==> config.mk <==
export PLATFORM = sky130hd
export DESIGN_NAME = ucrl_regmap
export DESIGN_NICKNAME = d
export VERILOG_FILES = /design/src/core/ucrl_pkg.sv /design/src/core/ucrl_regmap.sv
export VERILOG_INCLUDE_DIRS = /design/src /design/src/core
export SDC_FILE = /design/constraint.sdc
export NUM_CORES = 1
export LEC_CHECK = 0
export BUFFER_PORTS_ARGS = -buffer_cell sky130_fd_sc_hd__buf_4
export CORE_ASPECT_RATIO = 0.8
export CORE_MARGIN = 3
export CORE_UTILIZATION = 40
export CTS_CLUSTER_SIZE = 16
export DETAILED_ROUTE_END_ITERATION = 10
export SLEW_MARGIN = 10
export SYNTH_ARGS = -nofsm -noshare
export SYNTH_HDL_FRONTEND = slang
export SYNTH_SLANG_ARGS = --single-unit
==> constraint.sdc <==
create_clock -name clk -period 6.7 [get_ports clk]
set_input_delay 1.34 -clock clk [delete_from_list [all_inputs] [get_ports clk]]
set_output_delay 1.34 -clock clk [all_outputs]
set_load 0.01 [all_outputs]
==> src/core/ucrl_map.svh <==
// Register offsets, field positions, reset values for the channel map
`ifndef UCRL_MAP_SVH
`define UCRL_MAP_SVH

// ----------------------------------------
// Offsets on the three address lines
// ----------------------------------------
`define UCRL_A_HOLD   3'h0
`define UCRL_A_IEN    3'h1
`define UCRL_A_IST    3'h2
`define UCRL_A_LCT    3'h3
`define UCRL_A_MCT    3'h4
`define UCRL_A_LST    3'h5
`define UCRL_A_MST    3'h6
`define UCRL_A_SCR    3'h7

// ----------------------------------------
// Field positions and key values
// ----------------------------------------
`define UCRL_LCT_ENH      8'hbf
`define UCRL_LCT_DIV      7
`define UCRL_ENF_ENH      4
`define UCRL_ENF_ACTS     7
`define UCRL_ENF_ARTS     6
`define UCRL_MCT_IR       6
`define UCRL_MCT_LOOP     4
`define UCRL_MCT_GO2      3
`define UCRL_MCT_GO1      2
`define UCRL_MCT_RTS      1
`define UCRL_MCT_DTR      0
`define UCRL_IST_ENH_MASK 8'hcf
`define UCRL_FCT_ENH_MASK 8'hcf
`define UCRL_DVF_MASK     8'h3f

// ----------------------------------------
// Reset values
// ----------------------------------------
`define UCRL_RST_BYTE     8'h00
`define UCRL_RST_SYNC     25'h1ffffff

`endif

==> src/core/ucrl_pkg.sv <==
// Types shared by the channel register map
`default_nettype none
package ucrl_pkg;
  typedef logic [7:0] ucrl_byte_t;
  typedef logic [1:0][7:0] ucrl_bytes_t;
  typedef logic [1:0][15:0] ucrl_words_t;
  typedef logic [1:0][31:0] ucrl_quads_t;
  typedef logic [1:0][3:0] ucrl_nibs_t;
  typedef enum logic [4:0] {
    UCRL_NONE, UCRL_HOLD, UCRL_IEN, UCRL_IST, UCRL_LCT, UCRL_MCT,
    UCRL_LST, UCRL_MST, UCRL_SCR, UCRL_DVL, UCRL_DVH, UCRL_DVF,
    UCRL_REV, UCRL_ID, UCRL_ENF, UCRL_XON1, UCRL_XON2, UCRL_XOFF1,
    UCRL_XOFF2
  } ucrl_sel_t;
endpackage
`default_nettype wire

==> src/core/ucrl_regmap.sv <==
// Dual channel register decode with diagnostic loopback
`timescale 1ns/1ps
`default_nettype none
`include "ucrl_map.svh"

// Overview of operation
// - Modem control bit 4 set enters loopback, cleared leaves it.
// - Loopback changes pin routing and turns off automatic flow control; other functions run unchanged.
// - In loopback the transmit serial output feeds the receiver input.
// - In loopback serial out, request and ready pins stay at idle.
// - In loopback the four external modem inputs are ignored.
// - Automatic request/clear flow control is off during loopback.
// - Each channel has own registers, picked by its select and address.
// - Address 0 with divisor bit clear reads receive, writes transmit byte.
// - Divisor bit set and no enhanced key: addresses 0, 1 are divisor.
// - Fraction divisor at address 2 needs divisor bit, no key, enable.
// - Zero divisor reads at addresses 0, 1 return revision and id.
// - Address 1 with divisor bit clear is the interrupt enable byte.
// - Without key, address 2 reads status and writes FIFO control.
// - Line control sits at address 3, modem control at address 4.
// - Without key, address 5 is line status, 6 is modem status.
// - Address 7 is a scratch byte with no hardware effect.
// - With key, address 2 is enhanced byte, 4 to 7 flow characters.
// - Enhanced upper bits change only while enhanced enable bit is set.
// - Modem control bit 6 enables infrared, bit 2 inverts its input.
module ucrl_regmap #(
  parameter ucrl_pkg::ucrl_byte_t REV_CODE = 8'h01, // Arbitrary value
  parameter ucrl_pkg::ucrl_byte_t ID_CODE  = 8'h5a  // Arbitrary value
) (
  input  wire logic                  clk,
  input  wire logic                  rst,
  input  wire logic                  chan_a_select_n,
  input  wire logic                  chan_b_select_n,
  input  wire logic                  read_n,
  input  wire logic                  write_n,
  input  wire logic [2:0]            addr,
  input  wire logic [7:0]            data_in,
  output var  logic [7:0]            data_out,
  output var  logic                  data_oe,
  input  wire ucrl_pkg::ucrl_bytes_t rx_holding,
  input  wire ucrl_pkg::ucrl_bytes_t intr_status,
  input  wire ucrl_pkg::ucrl_bytes_t line_status,
  input  wire ucrl_pkg::ucrl_bytes_t modem_status,
  output var  logic [1:0]            rx_pop,
  output var  logic [1:0]            tx_push,
  output var  ucrl_pkg::ucrl_byte_t  tx_holding,
  output var  logic [1:0]            fifo_write,
  output var  ucrl_pkg::ucrl_byte_t  fifo_control,
  output var  logic [1:0]            intr_status_read,
  output var  logic [1:0]            line_status_read,
  output var  logic [1:0]            modem_status_read,
  output var  ucrl_pkg::ucrl_bytes_t line_control,
  output var  ucrl_pkg::ucrl_bytes_t intr_enable,
  output var  ucrl_pkg::ucrl_bytes_t modem_control,
  output var  ucrl_pkg::ucrl_bytes_t enhanced_features,
  output var  ucrl_pkg::ucrl_words_t baud_divisor,
  output var  ucrl_pkg::ucrl_bytes_t baud_div_fraction,
  output var  ucrl_pkg::ucrl_quads_t flow_chars,
  output var  logic [1:0]            loopback,
  output var  logic [1:0]            ir_enable,
  output var  logic [1:0]            ir_invert,
  output var  logic [1:0]            auto_cts_enable,
  output var  logic [1:0]            auto_rts_enable,
  input  wire logic [1:0]            tx_shift_out,
  output var  logic [1:0]            rx_shift_in,
  output var  logic [1:0]            tx_pin,
  output var  logic [1:0]            rts_pin_n,
  output var  logic [1:0]            dtr_pin_n,
  output var  logic [1:0]            general_out_one_n,
  output var  logic [1:0]            general_out_two_n,
  input  wire logic [1:0]            rx_pin,
  input  wire logic [1:0]            cts_pin_n,
  input  wire logic [1:0]            dsr_pin_n,
  input  wire logic [1:0]            cd_pin_n,
  input  wire logic [1:0]            ri_pin_n,
  output var  ucrl_pkg::ucrl_nibs_t  modem_lines
);
  import ucrl_pkg::*;

  // ----------------------------------------
  // Register decode
  // ----------------------------------------
  // Shared by the read and write paths; only reads see the id codes
  function automatic ucrl_sel_t decode(
    input logic [2:0] a,
    input ucrl_byte_t lct,
    input logic       enh,
    input logic       dzero,
    input logic       is_wr
  );
    logic key;
    logic dv;
    key = (lct == `UCRL_LCT_ENH);
    dv  = lct[`UCRL_LCT_DIV] & ~key;
    decode = UCRL_NONE;
    unique case (a)
      `UCRL_A_HOLD: begin
        if (!lct[`UCRL_LCT_DIV])
          decode = UCRL_HOLD;
        else if (dv && dzero && !is_wr)
          decode = UCRL_REV;
        else if (dv)
          decode = UCRL_DVL;
      end
      `UCRL_A_IEN: begin
        if (!lct[`UCRL_LCT_DIV])
          decode = UCRL_IEN;
        else if (dv && dzero && !is_wr)
          decode = UCRL_ID;
        else if (dv)
          decode = UCRL_DVH;
      end
      `UCRL_A_IST: begin
        if (key)
          decode = UCRL_ENF;
        else if (dv && enh)
          decode = UCRL_DVF;
        else
          decode = UCRL_IST;
      end
      `UCRL_A_LCT: decode = UCRL_LCT;
      `UCRL_A_MCT: decode = key ? UCRL_XON1 : UCRL_MCT;
      `UCRL_A_LST: decode = key ? UCRL_XON2 : UCRL_LST;
      `UCRL_A_MST: decode = key ? UCRL_XOFF1 : UCRL_MST;
      `UCRL_A_SCR: decode = key ? UCRL_XOFF2 : UCRL_SCR;
    endcase
  endfunction

  // ----------------------------------------
  // Pin synchronisers
  // ----------------------------------------
  // Bus and modem pins arrive with no relation to clk
  logic [24:0] sync_a;
  logic [24:0] sync_b;

  always_ff @(posedge clk) begin
    if (rst) begin
      sync_a <= `UCRL_RST_SYNC;
      sync_b <= `UCRL_RST_SYNC;
    end else begin
      sync_a <= {chan_a_select_n, chan_b_select_n, read_n, write_n,
                 addr, data_in, rx_pin, cts_pin_n, dsr_pin_n,
                 cd_pin_n, ri_pin_n};
      sync_b <= sync_a;
    end
  end

  logic       cha_s;
  logic       chb_s;
  logic       rd_s;
  logic       wr_s;
  logic [2:0] addr_s;
  logic [7:0] din_s;
  logic [1:0] rx_s;
  logic [1:0] cts_s;
  logic [1:0] dsr_s;
  logic [1:0] cd_s;
  logic [1:0] ri_s;

  assign {cha_s, chb_s, rd_s, wr_s, addr_s, din_s, rx_s,
          cts_s, dsr_s, cd_s, ri_s} = sync_b;

  // ----------------------------------------
  // Strobe tracking
  // ----------------------------------------
  // Channel A wins if the host selects both at once
  logic       sel_any;
  logic       sel_ch;
  logic       rd_act;
  logic       wr_act;
  logic       rd_act_q;
  logic       wr_act_q;
  logic       wr_ch;
  logic [2:0] wr_addr;
  logic [7:0] wr_data;
  logic       rd_ch;
  ucrl_sel_t  rd_sel_l;
  logic       wr_commit;
  logic       rd_done;

  assign sel_any   = ~cha_s | ~chb_s;
  assign sel_ch    = cha_s;
  assign rd_act    = sel_any & ~rd_s;
  assign wr_act    = sel_any & ~wr_s;
  assign wr_commit = wr_act_q & ~wr_act;
  assign rd_done   = rd_act_q & ~rd_act;

  always_ff @(posedge clk) begin
    if (rst) begin
      rd_act_q <= 1'b0;
      wr_act_q <= 1'b0;
    end else begin
      rd_act_q <= rd_act;
      wr_act_q <= wr_act;
    end
  end

  // Latch while the strobe is low: data may vanish as it rises
  always_ff @(posedge clk) begin
    if (rst) begin
      wr_ch   <= 1'b0;
      wr_addr <= 3'h0;
      wr_data <= `UCRL_RST_BYTE;
    end else if (wr_act) begin
      wr_ch   <= sel_ch;
      wr_addr <= addr_s;
      wr_data <= din_s;
    end
  end

  // ----------------------------------------
  // Per-channel register sets
  // ----------------------------------------
  ucrl_bytes_t scr;
  logic [1:0]  enh;
  logic [1:0]  dzero;
  ucrl_sel_t   wsel [2];

  for (genvar g = 0; g < 2; g++) begin : g_ch
    logic hit;

    assign enh[g]   = enhanced_features[g][`UCRL_ENF_ENH];
    assign dzero[g] = (baud_divisor[g] == 16'h0000);
    assign wsel[g]  = decode(wr_addr, line_control[g], enh[g],
                             dzero[g], 1'b1);
    assign hit      = wr_commit & (wr_ch == g[0]);

    always_ff @(posedge clk) begin
      if (rst) begin
        line_control[g]      <= `UCRL_RST_BYTE;
        intr_enable[g]       <= `UCRL_RST_BYTE;
        modem_control[g]     <= `UCRL_RST_BYTE;
        enhanced_features[g] <= `UCRL_RST_BYTE;
        baud_divisor[g]      <= 16'h0000;
        baud_div_fraction[g] <= `UCRL_RST_BYTE;
        flow_chars[g]        <= 32'h0000_0000;
        scr[g]               <= `UCRL_RST_BYTE;
      end else if (hit) begin
        unique case (wsel[g])
          UCRL_LCT: line_control[g] <= wr_data;
          UCRL_IEN: intr_enable[g] <= enh[g] ? wr_data :
            {intr_enable[g][7:4], wr_data[3:0]};
          UCRL_MCT: modem_control[g] <= enh[g] ? wr_data :
            {modem_control[g][7:5], wr_data[4:0]};
          UCRL_ENF: enhanced_features[g] <= wr_data;
          UCRL_DVL: baud_divisor[g][7:0] <= wr_data;
          UCRL_DVH: baud_divisor[g][15:8] <= wr_data;
          UCRL_DVF: baud_div_fraction[g] <= wr_data & `UCRL_DVF_MASK;
          UCRL_XON1: flow_chars[g][7:0] <= wr_data;
          UCRL_XON2: flow_chars[g][15:8] <= wr_data;
          UCRL_XOFF1: flow_chars[g][23:16] <= wr_data;
          UCRL_XOFF2: flow_chars[g][31:24] <= wr_data;
          UCRL_SCR: scr[g] <= wr_data;
          default: ; // Read-only slots ignore writes
        endcase
      end
    end

    // Write side effects, one pulse per committed write
    always_ff @(posedge clk) begin
      if (rst) begin
        tx_push[g]    <= 1'b0;
        fifo_write[g] <= 1'b0;
      end else begin
        tx_push[g]    <= hit && wsel[g] == UCRL_HOLD;
        fifo_write[g] <= hit && wsel[g] == UCRL_IST;
      end
    end

    // ----------------------------------------
    // Loopback and modem pins
    // ----------------------------------------
    logic lb;
    logic ir;
    assign lb = modem_control[g][`UCRL_MCT_LOOP];
    assign ir = modem_control[g][`UCRL_MCT_IR];

    always_ff @(posedge clk) begin
      if (rst) begin
        loopback[g]          <= 1'b0;
        ir_enable[g]         <= 1'b0;
        ir_invert[g]         <= 1'b0;
        auto_cts_enable[g]   <= 1'b0;
        auto_rts_enable[g]   <= 1'b0;
      end else begin
        loopback[g]        <= lb;
        ir_enable[g]       <= ir;
        ir_invert[g]       <= ir & modem_control[g][`UCRL_MCT_GO1];
        auto_cts_enable[g] <= ~lb &
          enhanced_features[g][`UCRL_ENF_ACTS];
        auto_rts_enable[g] <= ~lb &
          enhanced_features[g][`UCRL_ENF_ARTS];
      end
    end

    // Normal functions see only the rerouted lines, nothing else
    always_ff @(posedge clk) begin
      if (rst) begin
        rx_shift_in[g]       <= 1'b1;
        tx_pin[g]            <= 1'b1;
        rts_pin_n[g]         <= 1'b1;
        dtr_pin_n[g]         <= 1'b1;
        general_out_one_n[g] <= 1'b1;
        general_out_two_n[g] <= 1'b1;
      end else begin
        // Receive pin still read for infrared inversion outside loopback
        rx_shift_in[g] <= lb ? tx_shift_out[g] :
          rx_s[g] ^ (ir & modem_control[g][`UCRL_MCT_GO1]);
        // Idle level is low in infrared mode, mark otherwise
        tx_pin[g] <= lb ? ~ir : tx_shift_out[g];
        rts_pin_n[g] <= lb | ~modem_control[g][`UCRL_MCT_RTS];
        dtr_pin_n[g] <= lb | ~modem_control[g][`UCRL_MCT_DTR];
        general_out_one_n[g] <= lb | ~modem_control[g][`UCRL_MCT_GO1];
        general_out_two_n[g] <= lb | ~modem_control[g][`UCRL_MCT_GO2];
      end
    end

    // Order: carrier, ring, set ready, clear to send (active high)
    always_ff @(posedge clk) begin
      if (rst) begin
        modem_lines[g] <= 4'h0;
      end else if (lb) begin
        modem_lines[g] <= {modem_control[g][`UCRL_MCT_GO2],
                           modem_control[g][`UCRL_MCT_GO1],
                           modem_control[g][`UCRL_MCT_DTR],
                           modem_control[g][`UCRL_MCT_RTS]};
      end else begin
        modem_lines[g] <= ~{cd_s[g], ri_s[g], dsr_s[g], cts_s[g]};
      end
    end
  end

  // ----------------------------------------
  // Shared write data toward the FIFOs
  // ----------------------------------------
  always_ff @(posedge clk) begin
    if (rst) begin
      tx_holding   <= `UCRL_RST_BYTE;
      fifo_control <= `UCRL_RST_BYTE;
    end else if (wr_commit) begin
      tx_holding   <= wr_data;
      fifo_control <= enh[wr_ch] ? wr_data :
        (wr_data & `UCRL_FCT_ENH_MASK);
    end
  end

  // ----------------------------------------
  // Read path
  // ----------------------------------------
  ucrl_sel_t  rsel;
  logic [7:0] rmux;

  assign rsel = decode(addr_s, line_control[sel_ch], enh[sel_ch],
                       dzero[sel_ch], 1'b0);

  always_comb begin
    unique case (rsel)
      UCRL_HOLD: rmux = rx_holding[sel_ch];
      UCRL_IEN: rmux = intr_enable[sel_ch];
      UCRL_IST: rmux = enh[sel_ch] ? intr_status[sel_ch] :
        (intr_status[sel_ch] & `UCRL_IST_ENH_MASK);
      UCRL_LCT: rmux = line_control[sel_ch];
      UCRL_MCT: rmux = modem_control[sel_ch];
      UCRL_LST: rmux = line_status[sel_ch];
      UCRL_MST: rmux = modem_status[sel_ch];
      UCRL_SCR: rmux = scr[sel_ch];
      UCRL_DVL: rmux = baud_divisor[sel_ch][7:0];
      UCRL_DVH: rmux = baud_divisor[sel_ch][15:8];
      UCRL_DVF: rmux = baud_div_fraction[sel_ch];
      UCRL_REV: rmux = REV_CODE;
      UCRL_ID: rmux = ID_CODE;
      UCRL_ENF: rmux = enhanced_features[sel_ch];
      UCRL_XON1: rmux = flow_chars[sel_ch][7:0];
      UCRL_XON2: rmux = flow_chars[sel_ch][15:8];
      UCRL_XOFF1: rmux = flow_chars[sel_ch][23:16];
      UCRL_XOFF2: rmux = flow_chars[sel_ch][31:24];
      default: rmux = 8'h00;
    endcase
  end

  always_ff @(posedge clk) begin
    if (rst) begin
      data_out <= 8'h00;
      data_oe  <= 1'b0;
      rd_ch    <= 1'b0;
      rd_sel_l <= UCRL_NONE;
    end else begin
      data_oe <= rd_act;
      if (rd_act) begin
        data_out <= rmux;
        rd_ch    <= sel_ch;
        rd_sel_l <= rsel;
      end
    end
  end

  // Read side effects fire once, as the strobe ends
  always_ff @(posedge clk) begin
    if (rst) begin
      rx_pop            <= 2'b00;
      intr_status_read  <= 2'b00;
      line_status_read  <= 2'b00;
      modem_status_read <= 2'b00;
    end else begin
      for (int c = 0; c < 2; c++) begin
        rx_pop[c] <= rd_done && rd_ch == c[0] && rd_sel_l == UCRL_HOLD;
        intr_status_read[c] <= rd_done && rd_ch == c[0] &&
                               rd_sel_l == UCRL_IST;
        line_status_read[c] <= rd_done && rd_ch == c[0] &&
                               rd_sel_l == UCRL_LST;
        modem_status_read[c] <= rd_done && rd_ch == c[0] &&
                                rd_sel_l == UCRL_MST;
      end
    end
  end

endmodule // ucrl_regmap

`default_nettype wire

# [Word-level counts from Yosys, hierarchy flattened]
# Cells that the tools add are included.
[totals] reg_bits=324 output_inout_bits=243 in_bits=93 wordCells=316
[classes] bitwise_logic=51 n_reduce_logical=50 magnitude_cmp=2 eq_ne=67 mux=74
[ops] op="8-bit 2-to-1 mux" n=19
[ops] op="8-bit one-hot mux with 18 select lines" n=1
[ops] op="5-bit one-hot mux with 8 select lines" n=3
[ops] op="5-bit by 4-bit == test with 1-bit output, second input constant" n=20
[ops] op="4-bit 2-to-1 mux" n=25
[ops] op="32-bit 2-to-1 mux" n=2
[ops] op="5-bit by 3-bit == test with 1-bit output, second input constant" n=10
[ops] op="2-bit AND reduction" n=24
[ops] op="5-bit == test, second input constant" n=9
[ops] op="5-bit 2-to-1 mux" n=9
[ops] op="5-bit by 2-bit == test with 1-bit output, second input constant" n=7
[ops] op="16-bit zero test" n=2
[ops] op="16-bit 2-to-1 mux" n=2
[ops] op="3-bit == test, second input constant" n=8
[ops] op="8-bit == test, second input constant" n=3
[ops] op="1-bit inverter" n=23
[ops] op="5-bit by 1-bit == test with 1-bit output, second input constant" n=4
[ops] op="1-bit logical AND" n=18
[ops] op="6-bit 2-to-1 mux" n=3
[ops] op="1-bit bitwise AND" n=15
[ops] op="3-bit by 2-bit == test with 1-bit output, second input constant" n=4
[ops] op="3-bit AND reduction" n=4
[ops] op="1-bit 2-to-1 mux" n=10
[ops] op="1-bit OR" n=9
[ops] op="5 further kinds" n=10

# [Logic depth before layout (Yosys ltp)]
[depth] word_depth=11 ltp_mapped=11 ltp_nobuf=8

# [Worst setup path after synthesis]
# OpenSTA, ideal clock, no wires.
[synth_timing] path_kind="input to register" start="input port line_status[0] (netlist bit)" end="register data_out[0]" arrival_time_ps=2564 stages=5 required_time_ps=6568 setup_time_ps=132 n_path_buf=0 setup_slack_ps=4004 cell_sequence="mux4_2 > a211o_1 > a311oi_2 > o221a_1 > a32oi_1"
[synth_via] elab_chain_len=3
[synth_rtl] item="start: declaration" line_no="ucrl_regmap.sv:42" text="input wire ucrl_pkg::ucrl_bytes_t line_status,"
[synth_rtl] item="8-bit 2-to-1 mux (implied by the code) (2 in series)" line_no="ucrl_regmap.sv:364" text="UCRL_LST: rmux = line_status[sel_ch];"
[synth_rtl] item="8-bit one-hot mux with 18 select lines" line_no="ucrl_regmap.sv:357" text="unique case (rsel)"
[synth_rtl] item="end signal: assignment" line_no="ucrl_regmap.sv:390" text="data_out <= rmux;"
[synth_rtl] item="end: declaration" line_no="ucrl_regmap.sv:38" text="output var logic [7:0] data_out,"
# Every way passes these cells. The select of a mux whose other input is x is not followed.
# A chain may end at the register's enable or synchronous reset.

# [Worst setup path after layout]
[layout_timing] start="register sync_b[24]" end="register data_out[1]"
[layout_via] elab_chain_len=11 elab_cells_between_ends=69 classes_between="eq/ne: 19; mux: 43; bitwise: 5; reduce/logical: 2"
[layout_rtl] item="start: declaration" line_no="ucrl_regmap.sv:134" text="logic [24:0] sync_b;"
[layout_rtl] item="start signal: assignment" line_no="ucrl_regmap.sv:139" text="sync_b <= `UCRL_RST_SYNC;"
[layout_rtl] item="start signal: assignment" line_no="ucrl_regmap.sv:144" text="sync_b <= sync_a;"
[layout_rtl] item="8-bit 2-to-1 mux (implied by the code) (2 in series)" line_no="ucrl_regmap.sv:353, ucrl_regmap.sv:362"
[layout_rtl] item="8-bit == test (no line)"
[layout_rtl] item="1-bit inverter" line_no="ucrl_regmap.sv:94" text="dv = lct[`UCRL_LCT_DIV] & ~key;"
[layout_rtl] item="1-bit bitwise AND" line_no="ucrl_regmap.sv:94"
[layout_rtl] item="4-bit 2-to-1 mux, or another cell as far along" line_no="ucrl_regmap.sv:102" text="else if (dv)"
[layout_rtl] item="4-bit 2-to-1 mux (on tied branches)" line_no="ucrl_regmap.sv:100, ucrl_regmap.sv:108, ucrl_regmap.sv:116"
[layout_rtl] item="4-bit 2-to-1 mux (on tied branches)" line_no="ucrl_regmap.sv:98, ucrl_regmap.sv:106, ucrl_regmap.sv:114"
[layout_rtl] item="5-bit one-hot mux with 8 select lines" line_no="ucrl_regmap.sv:96" text="unique case (a)"
[layout_rtl] item="5-bit == test, or another cell as far along" line_no="ucrl_regmap.sv:357"
[layout_rtl] item="8-bit one-hot mux with 18 select lines" line_no="ucrl_regmap.sv:357"
# Parallel ways exist; a longest one is shown, timed or not. The select of a mux whose other input is x is not followed.

==> flow_summary.yaml <==
floorplanning:
  die_y_um: 174
  die_area_mm2: 0.0375
  initial_core_util_pct: 41.2
  num_rows: 60
  pin_count: 336
  die_width_um: 216
  fp.coreArea_mm2: 0.0342
synth:
  syn_area_mm2: 0.0141
  synth_top_area_share_pct: 45.2
  synth_common_cells: "dfxtp_1, nor2_1, mux2i_1, nand2_1, a21oi_1"
  postSynthCellCount: 1500
  ys_warn_count: 0
  ys_ff_latch: 318
  ys_top_cells_by_area: "dfxtp_1, mux2i_1, nor2_1"
  synthFlopType: "dfxtp_1"
  netlist.top_cell.by_area: "dfxtp_1"
  synth-edff-count: 0
  async_flop_share_pct: 0
  syn-mean-instance-area_um2: 9.39
  yosysSeqAreaShare_pct: 45.2
  yosysMostFrequentCell: "dfxtp_1"
  yosysUniqueCellTypes: 84
clocking:
  ctsHoldBuffers: 0
  cts_root_buffer: "clkbuf_16"
  path_clk_slew_ps: 60
  cts_tree: "done"
  clock_path_buffers: 3
  post_cts_buffers: 0
  cts_buffers: 34
  cts_max_level: 2
  clk_latency_ps: 530
  cts_resized: 0
  numClockSinks: 318
finish:
  area_growth_pct: 27.0
  antennaDiodeCount: 0
  layout-drive-gt1-share_pct: 31.1
  nNetsFinal: 1868
setup_path:
  cp-endpoint: "data_out[1]"
  path_delay_family: "compound AO/OA/AOI/OAI gates"
  required_ps: 7160
  crit_start: "sync_b[24]"
  crit_slowest_cell: "dfxtp_4"
  critPathArrivalTime_ps: 4180
  ff2ff_path_depth: 8
  cp-start-kind: "flip-flop"
  critPathMaxStageDelay_ps: 720
  reg2reg_slack_ps: 2970
  critPathKind: "flip-flop to flip-flop"
  cp_max_fo: 35
  cp.depth: 8
  r2r_start: "sync_b[24]"
  critPathBufInv: 1
  crit_chain: "buf_4, mux2i_1, nor3_2, a211o_1, a21oi_2, a221oi_1, or3_1, a31oi_1"
  cp-end-kind: "flip-flop"
  r2r-end: "data_out[1]"
route:
  drt.antenna.violating_nets: 0
  vias: 12708
  wl_per_cell_um: 23.8
  drc_errors: 0
  drt_iter0_markers: 1346
  wl_um: 54000
  viasPerCell: 5.61
  dr.pass1.iters: 5
placement:
  dp_hpwl_um: 39600
  port_buffers: 331
  gp_congestion: 0.959
worst_hold_path:
  min_delay_path_depth: 1
  hp-class: "flip-flop to flip-flop"
timing:
  hold_slack_ps: 407
  finalHoldViolations: 0
  fin_crit_sh_pct: 55.7
  timing.fmax_ghz: 0.268
  setup_violations: 0
  finClkSkew_ps: 21.9
  slew_headroom_pct: 10.1
  drv_slew: 0
  fin_setup_tns_ps: 0
  period_needed_ps: 3730
  rsz0062_at_grt: "false"
  worstMarginPinSlew_ps: 1340
power:
  combPwrFrac_pct: 5.4
  power.density_mw_per_mm2: 225
  power.internal_mw: 3.10
  p_clk_share_pct: 46.6
  pwr-share-seq_pct: 47.9
  p_sw_mw: 0.927
  peakVddDrop_mv: 0.137
  p_leak_nw: 7.44
  netSwitchingFraction_pct: 23.0
status:
  status: "completed"
grt:
  first_global_vias: 11813
  grt_max_degree: 111
  grt_pass1_wl_um: 79200
  grt-ovfl-total: 0
  grt_usage_pct: 27.7
  antenna_found_initial: 1
run:
  maxCapViolCount: 0
==> state kept, by name (all words and copies together), names as in the netlist, 12 cells and up <==
signal,count
sync_a,25
baud_div_fraction,12
modem_control,16
baud_divisor,32
flow_chars,64
scr,16
enhanced_features,16
sync_b,25
line_control,16
intr_enable,16
==> cells by family (layout without fill, tap and decap cells) <==
family                    Yosys count  after routing  share of synthesized area [%]
and+or+nand+nor                   590            590                           20.3
DFF                               318            318                           45.2
muxes                             249            249                           19.7
AOI/OAI and AO/OA                 220            220                           10.9
buffers and inverters             120            416                           3.88
xor gates and xnor gates            2              2                          0.124
other                               1              4                         0.0266
==> power by group through the flow <==
stage	clock, mW	sequential, mW	combinational (mW)
floorplan	0	1.96	0.133
global placement	0	1.97	0.217
detailed placement	0	1.97	0.217
CTS	1.92	1.93	0.217
global route	2.00	1.93	0.234
finish	1.88	1.93	0.219
==> layout make-up <==
cell class,count,area [µm²]
fill,3229,16300
multi-input combinational,1065,7190
sequential,318,6370
timing repair buffer,346,2600
clock buffer,46,967
tap,465,582
clock inverter,14,145
inverter,10,37.5
==> layout by cell type, fill, tap and decap left out, types with 9 or more instances in the layout <==
cell type,n
a211oi_1,9
a21oi_1,94
and2_1,12
buf_4,345
clkbuf_16,35
dfxtp_1,315
mux2_2,31
mux2i_1,199
mux4_2,19
nand2_1,167
nand3_1,41
nand4_1,15
nor2_1,205
nor2_2,11
nor3_1,22
o21ai_0,16
or2_2,52
==> how the worst min path moves through the flow <==
stage,start,end
floorplan,sync_a[0],sync_b[0]
global placement,sync_a[8],sync_b[8]
detailed placement,sync_a[8],sync_b[8]
CTS,sync_a[8],sync_b[8]
global route,sync_a[1],sync_b[1]
finish,sync_a[8],sync_b[8]
==> worst reg2reg max path, stage by stage, from the launching register on <==
cell      delay, ps
dfxtp_4         720
buf_4           460
mux2i_1         600
nor3_2          170
a211o_1         460
a21oi_2         530
a221oi_1        190
or3_1           390
a31oi_1         130
==> metrics by stage <==
step                      instance area, µm²  instances  utilization (%)  setup slack [ps]  power, mW
after floorplan                        14100       1503                -              4000       2.09
after global placement                 16800       2204             49.1              3070       2.19
after detailed placement               16800       2204             49.1              3020       2.19
after CTS                              17900       2264             52.4              3030       4.06
after global routing                   17900       2264             52.4              2770       4.16
final                                  17900       2264             52.4              2970       4.02
==> layer usage <==
metal	vias up	part of all wire, %	track usage (%)
met5	-	0	0
li1	5817	-	-
met2	590	44	42.5
met4	0	2.0	6.25
met1	6227	44	39.6
met3	74	9.1	6.47
(Power assumes the default switching activity.)
